===== src/design/pifb_defines.svh =====
// Purpose: Named constants of the peripheral flag bank.
// Assumes: Included by the package and by the pifb_irq_flags and pifb_flag_bank modules.
// Notes:   Register offsets are word indexes; byte address is index times four.
`ifndef PIFB_DEFINES_SVH
`define PIFB_DEFINES_SVH

`define PIFB_IDX_CAPTMR   8'h8E
`define PIFB_IDX_PWM      8'h8F
`define PIFB_IDX_SERIAL   8'h90
`define PIFB_IDX_LSB      2'h0

`define PIFB_FLAG_RESET   8'h00
`define PIFB_RDATA_IDLE   32'h0000_0000
`define PIFB_DATA_W       32
`define PIFB_REG_W        8
`define PIFB_CAPTMR_W     6
`define PIFB_LOGIC_W      6

`define PIFB_BIT_CCP1     5
`define PIFB_BIT_TMR6     4
`define PIFB_BIT_TMR4     3
`define PIFB_BIT_TMR2     2
`define PIFB_BIT_TMR3G    1
`define PIFB_BIT_TMR3     0

`define PIFB_PWM_STRIDE   2
`define PIFB_PWM_PAR_OFS  1
`define PIFB_PWM_PER_OFS  0

`define PIFB_BIT_RX1      7
`define PIFB_BIT_TX1      6
`define PIFB_BIT_CLC_LO   2
`define PIFB_BIT_CWG1     1
`define PIFB_BIT_NCO1     0

`endif


===== src/design/pifb_pkg.sv =====
// Purpose: Types shared by the peripheral flag bank modules.
// Assumes: Constants come from pifb_defines.svh.
// Notes:   Reset values of the state records are all zero.
`include "pifb_defines.svh"

package pifb_pkg;

    typedef enum logic [1:0] {
        PIFB_CCP_CAPTURE = 2'b00,
        PIFB_CCP_COMPARE = 2'b01,
        PIFB_CCP_PWM     = 2'b10,
        PIFB_CCP_OFF     = 2'b11
    } pifb_ccp_mode_type;

    typedef struct packed {
        logic [`PIFB_DATA_W-1:0] prdata;
        logic                    pready;
        logic                    pslverr;
        logic                    gatePrev;
        logic                    rxFlag;
        logic                    txFlag;
    } pifb_top_state_type;

    typedef struct packed {
        logic pwmPrev;
    } pifb_ccp_state_type;

    localparam pifb_top_state_type PIFB_TOP_RESET = '{default: '0};
    localparam pifb_ccp_state_type PIFB_CCP_RESET = '{default: '0};

endpackage


===== src/design/pifb_irq_flags.sv =====
// Purpose: Peripheral event flag bank reached over APB.
// Assumes: Event strobes and status levels come from logic on ref_clk.
// Notes:   Zero-wait APB slave; only byte lane 0 carries register data.
//
// The implementer's own choice: the APB register port.
`timescale 1ns/1ps
`default_nettype none
`include "pifb_defines.svh"

module pifb_irq_flags #(
    parameter int ADDR_W      = 12,
    parameter int PWM_CH      = 4,
    parameter int LOGIC_CELLS = 4
) (
    // Clock and reset
    input  wire logic                        ref_clk,
    input  wire logic                        rst,
    // APB slave
    input  wire logic                        psel,
    input  wire logic                        penable,
    input  wire logic                        pwrite,
    input  wire logic [ADDR_W-1:0]           paddr,
    input  wire logic [`PIFB_DATA_W-1:0]     pwdata,
    input  wire logic [3:0]                  pstrb,
    output logic      [`PIFB_DATA_W-1:0]     prdata,
    output logic                             pready,
    output logic                             pslverr,
    // Capture/compare unit and timers
    input  wire pifb_pkg::pifb_ccp_mode_type ccpMode,
    input  wire logic                        ccpCaptureEv,
    input  wire logic                        ccpCompareEv,
    input  wire logic                        ccpPwmOut,
    input  wire logic                        tmr6Ev,
    input  wire logic                        tmr4Ev,
    input  wire logic                        tmr2Ev,
    input  wire logic                        tmr3GateActive,
    input  wire logic                        tmr3Ev,
    // PWM channels, index 0 is channel 1
    input  wire logic [PWM_CH-1:0]           pwmParamEv,
    input  wire logic [PWM_CH-1:0]           pwmPeriodEv,
    // Serial port 1, logic cells, waveform generator, oscillator
    input  wire logic                        serial1RxNotEmpty,
    input  wire logic                        serial1TxEmpty,
    input  wire logic [LOGIC_CELLS-1:0]      logicCellEv,
    input  wire logic                        waveGen1Ev,
    input  wire logic                        numOsc1Ev,
    // Flags towards the core
    output logic      [`PIFB_CAPTMR_W-1:0]   capTimerFlags,
    output logic      [`PIFB_REG_W-1:0]      pwmFlags,
    output logic      [`PIFB_REG_W-1:0]      serialLogicFlags
);
    import pifb_pkg::*;

    localparam logic [ADDR_W-1:0] ADDR_CAPTMR = ADDR_W'({`PIFB_IDX_CAPTMR, `PIFB_IDX_LSB});
    localparam logic [ADDR_W-1:0] ADDR_PWM    = ADDR_W'({`PIFB_IDX_PWM, `PIFB_IDX_LSB});
    localparam logic [ADDR_W-1:0] ADDR_SERIAL = ADDR_W'({`PIFB_IDX_SERIAL, `PIFB_IDX_LSB});

    pifb_top_state_type              st_reg;
    pifb_top_state_type              st_next;
    logic                            ccpEvent;
    logic                            gateFall;
    logic [`PIFB_CAPTMR_W-1:0]       capTmrSet;
    logic [`PIFB_REG_W-1:0]          pwmSet;
    logic [`PIFB_LOGIC_W-1:0]        logicSet;
    logic [`PIFB_LOGIC_W-1:0]        logicFlagsQ;
    logic                            setupPhase;
    logic                            accessDone;
    logic                            wrLane;
    logic                            wrCapTmr;
    logic                            wrPwm;
    logic                            wrSerial;
    logic                            rdHit;
    logic [`PIFB_DATA_W-1:0]         rdMux;

    // Capture/compare event selection by unit mode.
    pifb_ccp_event u_ccp (
        .ref_clk   (ref_clk),
        .rst       (rst),
        .ccpMode   (ccpMode),
        .captureEv (ccpCaptureEv),
        .compareEv (ccpCompareEv),
        .pwmOut    (ccpPwmOut),
        .ccpEvent  (ccpEvent)
    );

    // The gate flag wants the moment the gate drops, not its level.
    assign gateFall = st_reg.gatePrev && !tmr3GateActive;

    assign capTmrSet[`PIFB_BIT_CCP1]  = ccpEvent;
    assign capTmrSet[`PIFB_BIT_TMR6]  = tmr6Ev;
    assign capTmrSet[`PIFB_BIT_TMR4]  = tmr4Ev;
    assign capTmrSet[`PIFB_BIT_TMR2]  = tmr2Ev;
    assign capTmrSet[`PIFB_BIT_TMR3G] = gateFall;
    assign capTmrSet[`PIFB_BIT_TMR3]  = tmr3Ev;

    for (genvar ch = 0; ch < PWM_CH; ch++) begin : g_pwm
        assign pwmSet[ch*`PIFB_PWM_STRIDE+`PIFB_PWM_PAR_OFS] = pwmParamEv[ch];
        assign pwmSet[ch*`PIFB_PWM_STRIDE+`PIFB_PWM_PER_OFS] = pwmPeriodEv[ch];
    end

    assign logicSet[`PIFB_BIT_CLC_LO +: LOGIC_CELLS] = logicCellEv;
    assign logicSet[`PIFB_BIT_CWG1] = waveGen1Ev;
    assign logicSet[`PIFB_BIT_NCO1] = numOsc1Ev;

    // APB decode; writes land at the edge that completes the access phase.
    assign setupPhase = psel && !penable;
    assign accessDone = psel && penable && st_reg.pready;
    assign wrLane     = accessDone && pwrite && pstrb[0];
    assign wrCapTmr   = wrLane && (paddr == ADDR_CAPTMR);
    assign wrPwm      = wrLane && (paddr == ADDR_PWM);
    assign wrSerial   = wrLane && (paddr == ADDR_SERIAL);

    pifb_flag_bank #(.W(`PIFB_CAPTMR_W)) u_captmr (
        .ref_clk (ref_clk),
        .rst     (rst),
        .setEv   (capTmrSet),
        .wrEn    (wrCapTmr),
        .wrData  (pwdata[`PIFB_CAPTMR_W-1:0]),
        .flags   (capTimerFlags)
    );

    pifb_flag_bank #(.W(`PIFB_REG_W)) u_pwm (
        .ref_clk (ref_clk),
        .rst     (rst),
        .setEv   (pwmSet),
        .wrEn    (wrPwm),
        .wrData  (pwdata[`PIFB_REG_W-1:0]),
        .flags   (pwmFlags)
    );

    // Bits 7 and 6 are not in this bank, so a write cannot touch them.
    pifb_flag_bank #(.W(`PIFB_LOGIC_W)) u_logic (
        .ref_clk (ref_clk),
        .rst     (rst),
        .setEv   (logicSet),
        .wrEn    (wrSerial),
        .wrData  (pwdata[`PIFB_LOGIC_W-1:0]),
        .flags   (logicFlagsQ)
    );

    assign serialLogicFlags = {st_reg.rxFlag, st_reg.txFlag, logicFlagsQ};

    always_comb begin
        rdMux = `PIFB_RDATA_IDLE;
        rdHit = 1'b1;
        case (paddr)
            ADDR_CAPTMR: rdMux[`PIFB_CAPTMR_W-1:0] = capTimerFlags;
            ADDR_PWM:    rdMux[`PIFB_REG_W-1:0]    = pwmFlags;
            ADDR_SERIAL: rdMux[`PIFB_REG_W-1:0]    = serialLogicFlags;
            default:     rdHit = 1'b0;
        endcase
    end

    always_comb begin
        st_next = st_reg;
        // Buffer levels are mirrored; the serial port clears them itself.
        st_next.rxFlag   = serial1RxNotEmpty;
        st_next.txFlag   = serial1TxEmpty;
        st_next.gatePrev = tmr3GateActive;
        st_next.pready   = setupPhase;
        st_next.pslverr  = setupPhase && !rdHit;
        if (setupPhase) begin
            st_next.prdata = rdMux;
        end
    end

    always_ff @(posedge ref_clk) begin
        if (rst) begin
            st_reg <= PIFB_TOP_RESET;
        end else begin
            st_reg <= st_next;
        end
    end

    assign prdata  = st_reg.prdata;
    assign pready  = st_reg.pready;
    assign pslverr = st_reg.pslverr;
endmodule

`default_nettype wire


===== src/design/pifb_ccp_event.sv =====
// Purpose: Picks the capture/compare unit event that sets its flag.
// Assumes: All inputs come from logic on ref_clk.
// Notes:   The PWM trailing edge is found in the first cycle the output is low, not one cycle later.
`timescale 1ns/1ps
`default_nettype none

module pifb_ccp_event (
    // Clock and reset
    input  wire logic                        ref_clk,
    input  wire logic                        rst,
    // Unit side
    input  wire pifb_pkg::pifb_ccp_mode_type ccpMode,
    input  wire logic                        captureEv,
    input  wire logic                        compareEv,
    input  wire logic                        pwmOut,
    // Flag side
    output logic                             ccpEvent
);
    import pifb_pkg::*;

    pifb_ccp_state_type st_reg;
    pifb_ccp_state_type st_next;
    logic               trailEdge;

    assign trailEdge = st_reg.pwmPrev && !pwmOut;

    always_comb begin
        st_next = st_reg;
        st_next.pwmPrev = pwmOut;
        unique case (ccpMode)
            PIFB_CCP_CAPTURE: ccpEvent = captureEv;
            PIFB_CCP_COMPARE: ccpEvent = compareEv;
            PIFB_CCP_PWM:     ccpEvent = trailEdge;
            PIFB_CCP_OFF:     ccpEvent = 1'b0;
        endcase
    end

    always_ff @(posedge ref_clk) begin
        if (rst) begin
            st_reg <= PIFB_CCP_RESET;
        end else begin
            st_reg <= st_next;
        end
    end

endmodule

`default_nettype wire


===== src/design/pifb_flag_bank.sv =====
// Purpose: A row of sticky flags that hardware sets and software writes.
// Assumes: Set strobes and the write strobe are on ref_clk.
// Notes:   A set in the cycle of a write always wins.
`timescale 1ns/1ps
`default_nettype none
`include "pifb_defines.svh"

module pifb_flag_bank #(
    parameter int W = `PIFB_REG_W
) (
    // Clock and reset
    input  wire logic         ref_clk,
    input  wire logic         rst,
    // Hardware events
    input  wire logic [W-1:0] setEv,
    // Software write
    input  wire logic         wrEn,
    input  wire logic [W-1:0] wrData,
    // Flags
    output logic      [W-1:0] flags
);
    import pifb_pkg::*;

    typedef struct packed {
        logic [W-1:0] flags;
    } pifb_bank_state_type;

    pifb_bank_state_type st_reg;
    pifb_bank_state_type st_next;
    logic [W-1:0]        flagNext;

    // The set term is ORed last so that a clear never swallows an event.
    for (genvar i = 0; i < W; i++) begin : g_bit
        assign flagNext[i] = setEv[i] | (wrEn ? wrData[i] : st_reg.flags[i]);
    end

    always_comb begin
        st_next = st_reg;
        st_next.flags = flagNext;
    end

    always_ff @(posedge ref_clk) begin
        if (rst) begin
            st_reg.flags <= W'(`PIFB_FLAG_RESET);
        end else begin
            st_reg <= st_next;
        end
    end

    assign flags = st_reg.flags;

endmodule

`default_nettype wire


===== config.mk =====
export PLATFORM = sky130hd
export DESIGN_NAME = pifb_irq_flags
export DESIGN_NICKNAME = d
export VERILOG_FILES = /design/src/design/pifb_pkg.sv /design/src/design/pifb_irq_flags.sv /design/src/design/pifb_ccp_event.sv /design/src/design/pifb_flag_bank.sv
export VERILOG_INCLUDE_DIRS = /design/src /design/src/design
export SDC_FILE = /design/constraint.sdc
export NUM_CORES = 1
export LEC_CHECK = 0
export ABC_AREA = 1
export BUFFER_PORTS_ARGS = -buffer_cell sky130_fd_sc_hd__clkbuf_2
export CORE_MARGIN = 1.5
export CORE_UTILIZATION = 30
export CTS_CLUSTER_DIAMETER = 100
export CTS_CLUSTER_SIZE = 28
export DETAILED_ROUTE_END_ITERATION = 16
export PLACE_DENSITY = 0.66
export RECOVER_POWER = 100
export SLEW_MARGIN = 5
export SYNTH_ARGS = -nofsm -noshare
export SYNTH_HDL_FRONTEND = slang
export SYNTH_SLANG_ARGS = --single-unit

===== constraint.sdc =====
create_clock -name ref_clk -period 3.7 [get_ports ref_clk]
set_clock_uncertainty 0.15 [all_clocks]
set_input_delay 1.11 -clock ref_clk [delete_from_list [all_inputs] [get_ports ref_clk]]
set_output_delay 1.11 -clock ref_clk [all_outputs]
set_load 0.02 [all_outputs]

* Word level (Yosys, flattened, before mapping)
Index checks and enable logic that the tools add are counted.
** Operators by class
- Eq/ne operators :: 6
- Mux-type cells :: 24
- Bitwise gates (word level) :: 20
- Reduce and logical (&&, ||, !) cells :: 17
** Operator list (count)
- equality test 12 x 10 -> 1 bit (second input constant) :: 3
- two-way mux 1 bit :: 21
- bitwise OR 1 bit :: 20
- one-hot mux 6 bit (3 select lines) :: 1
- logical AND 1 bit :: 11
- equality test 2 bit (second input constant) :: 2
- logical NOT 1 bit :: 4
- one-hot mux 1 bit (4 select lines) :: 1
- one-hot mux 2 bit (2 select lines) :: 1
- OR reduction 3 bit :: 1
- equality test 2 x 1 -> 1 bit (second input constant) :: 1
- logical NOT 2 bit :: 1
** Word-level totals
- Flip-flop bits (word level) :: 34
- Input port bits :: 79
- Word-level logic and storage cells :: 77

* Depth between registers and ports, before layout
- Depth in word-level cells :: 7
- Depth in mapped cells :: 11
- Gate-level depth less buffers :: 11

* Modules after synthesis
A second synthesis with hierarchy kept.
** Second synthesis, totals
- Cell total of the unflattened synthesis :: 323
- Area, all modules :: 2137.0 sq um
** By module, submodules not included
- pifb_irq_flags :: instances 1, cells an instance 159, area an instance 1096.1 sq um
- pifb_flag_bank (u_captmr ...) :: instances 2, cells an instance 46, area an instance 291.5 sq um
- pifb_flag_bank (u_pwm) :: instances 1, cells an instance 60, area an instance 379.1 sq um
- pifb_ccp_event :: instances 1, cells an instance 12, area an instance 78.8 sq um

* Worst setup path after synthesis
Ideal clock, no wire load.
- Kind :: in2reg
- Start point :: in paddr[1]
- End point :: reg, netlist name u_logic.flags[0]
- Library setup time :: 0.109 ns
- Arrival :: 1.910 ns
- Data required time :: 3.441 ns
- Slack :: 1.531 ns
- Stages :: 10
- Cells stage by stage :: nor2_2 -> nand2_2 -> nor2_4 -> nand2_4 -> clkinv_2 -> nand2_4 -> nand2_1 -> nand3_1 -> nand2_1 -> inv_1
** Between the ends
- Cells in the longest elaborated chain, start to end :: 4
** RTL lines
- start, declared :: RTL line pifb_irq_flags.sv:22 : input wire logic [ADDR_W-1:0] paddr,
- equality test 12 x 10 -> 1 bit :: RTL line pifb_irq_flags.sv:111 : assign wrSerial = wrLane && (paddr == ADDR_SERIAL);
- logical AND 1 bit :: RTL line pifb_irq_flags.sv:111
- two-way mux 1 bit :: RTL line pifb_flag_bank.sv:34 : assign flagNext[i] = setEv[i] | (wrEn ? wrData[i] : st_reg.flags[i]);
- bitwise OR 1 bit :: RTL line pifb_flag_bank.sv:34
No other way between the ends.
A chain may end at the register's enable or synchronous reset.

* Final worst setup path
- Start point :: in rst
- End point :: reg, netlist name u_captmr.flags[5]
** RTL lines
- start, declared :: RTL line pifb_irq_flags.sv:17 : input wire logic rst,
No word-level cell between the ends.

==> flow_summary.toml <==
[pwr]
switchingPower_uw = 258.2
power_frac_seq_pct = 41.6
combPwrFrac_pct = 15.2
p_clk_share_pct = 43.2
power.density_nw_per_um2 = 391.6
swShare_pct = 26.89
leakagePower_nw = 1.401
ir_worst_vdd_uv = 145.8
p_int_uw = 702.1

[clock_network]
root_buffer = "clkbuf_8"
cts_buffers = 5
clock_latency_ns = 0.28
cts_resized = 0
htree_levels = 2
cts_tree = "yes"
numClockSinks = 34
cts-hold-fix-buffers = 0
clockBufferDepth = 2
clk_pin_slew_ns = 0.08
post_cts_buffers = 0

[placed_design]
routabilityCongestion = 0.7985
port_buffers = 83
placed_area_um2 = 2360
dp.cells = 445
dp_hpwl_mm = 4.034

[finish]
fin_cells = 453
final_cell_mix = "nand2_1 (88), clkbuf_2 (50), inv_1 (43)"
mostFrequentLayoutCell = "nand2_1"
area_growth_syn_to_layout_pct = 20.02
fin_area_um2 = 2452
antenna_cells = 0
layout-drive-gt1-share_pct = 21.81
nNetsFinal = 454

[worst_setup_path]
crit_type = "primary input to flip-flop"
timing.rr.start = "pready$_SDFF_PP0_"
rrSetupSlack_ns = 2.22
path_delay_family = "buffers and inverters"
timing.rr.end = "u_pwm.flags[1]$_SDFF_PP0_"
cpMostUsedCell = "inv_1"
end_kind = "flip-flop"
max_stage_delay_ns = 0.58
worstPathRequired_ns = 3.72
path_cells = "clkbuf_1 > inv_1 > nand2_1 > inv_1"
critPathLaunchType = "primary input"
crit_arrival_ns = 2.47
reg2regPathDepth = 7
cp_max_fo = 20
slowest_stage = "clkbuf_1"
path_buf_inv = 3

[flow_run]
maxCapViolCount = 0

[die]
die_area_um2 = 7315
dieHeight_um = 85.53
start_util_pct = 31.64
rows = 29
die_width_um = 85.53
coreArea_um2 = 6459
floorplan.io_pins = 135

[grt]
grt.overflow.total = 0
first_global_vias = 1706
grt_max_degree = 21
grt_use_total_pct = 14.15
antenna_found_initial = 0
grt_pass1_wl_mm = 8.079

[routing]
drt.antenna.violating_nets = 0
vias_per_cell = 4.210
drc = 5
dr_total_vias = 1907
drtPass1Iterations = 10
wl_per_cell_um = 11.13
postRouteWirelength_mm = 5.040
first_iter_violations = 93

[timing]
slew_headroom_pct = 46.88
max_freq_ghz = 0.4082
final.min_clock_period_ns = 2.450
tightest_slew_ns = 0.7968
setup_viol = 0
rsz0062_at_grt = "false"
finalCritPeriodShare_pct = 66.21
drv_slew = 0
hold_viol_final = 0
tns_ns = 0

[synthesis]
avgSynthCellArea_um2 = 6.788
ys_warn_count = 0
synth.distinct_cells = 24
synth.yosys.seq_area_share_pct = 33.31
netlist.area_leader.share_pct = 33.31
syn_inst = 301
synthTopCellsByArea = "dfxtp_1 (33%), nand2_1 (16%), buf_4 (13%)"
yosysTopAreaCell = "dfxtp_1"
syn-cell-area_um2 = 2043
postSynthRegisterBits = 34

[worst_hold_path]
min_to = "prdata[4]$_SDFFE_PP0P_"
whs_path_depth = 2
min_from = "prdata[4]$_SDFFE_PP0P_"
worstHoldPathType = "flip-flop to flip-flop"

[outcome]
failed_checks = "design-rule violations"
status = "finished with violations"
## synth_stat cells (all sizes together)
library cell	n
a21oi	15
and3	1
buf	38
clkbuf	1
clkinv	2
conb	1
dfxtp	34
inv	47
nand2	93
nand3	39
nand3b	4
nor2	25
nor3	1
## metal layers
metal	global-route usage [%]	share of wire, %
met5	0	0
met4	1.760	0.20
met3	3.369	5.5
met2	24.12	48
met1	18.75	46
## power by group through the flow
stage / clock [mW] / combinational (mW) / sequential, mW
detailed placement: 0 / 0.151 / 0.409
CTS: 0.426 / 0.152 / 0.400
global route: 0.442 / 0.163 / 0.402
finish: 0.415 / 0.146 / 0.400
floorplan: 0 / 0.0971 / 0.426
global placement: 0 / 0.150 / 0.409
## through the flow
stage	util, %	power (mW)	worst slack, ns	hold slack (ns)
after floorplan	-	0.5231	1.531	0.2957
after global placement	36.54	0.5581	1.132	0.3167
after detailed placement	36.54	0.5598	1.102	0.3197
after CTS	38.67	0.9773	1.412	0.3320
after global routing	37.97	1.008	1.061	0.3548
final	37.97	0.9603	1.250	0.3314
## worst register-to-register path, cell delays in order (launching register included)
cell and delay [ns]:
dfxtp_1 0.33, nand3_1 0.16, nor2_8 0.21, nand3_4 0.19
a21oi_1 0.18, nand2_1 0.06, nand2_1 0.05, inv_1 0.05
## area by class of cell
type | count | area (um^2)
clock buffers | 5 | 68.82
clock inverters | 3 | 68.82
fillers | 725 | 4006
inverters | 49 | 192.7
multi-input cells | 202 | 970.9
flip-flops and latches | 34 | 680.7
well taps | 77 | 96.34
repair buffers | 83 | 374.1
## worst max-delay path by stage
stage / start / end / slack, ns / depth (start not counted)
after global routing: rst / u_captmr.flags[5]$_SDFF_PP0_ / 1.06 / 4
after global placement: psel / prdata[1]$_SDFFE_PP0P_ / 1.13 / 6
after detailed placement: psel / prdata[2]$_SDFFE_PP0P_ / 1.10 / 6
final: rst / u_captmr.flags[5]$_SDFF_PP0_ / 1.25 / 4
after CTS: psel / prdata[2]$_SDFFE_PP0P_ / 1.41 / 6
after floorplan: paddr[1] / u_logic.flags[0]$_SDFF_PP0_ / 1.53 / 10
## logic make-up (layout without fill, tap and decap cells)
logic type	after synthesis	count (layout)	share of synthesized area, %
AOI/OAI and AO/OA	15	15	4.593
and+or+nand+nor	163	163	38.70
buffers and inverters	88	140	23.21
DFF	34	34	33.31
other	1	24	0.1835
No activity file was read; power rests on OpenSTA's default activity.
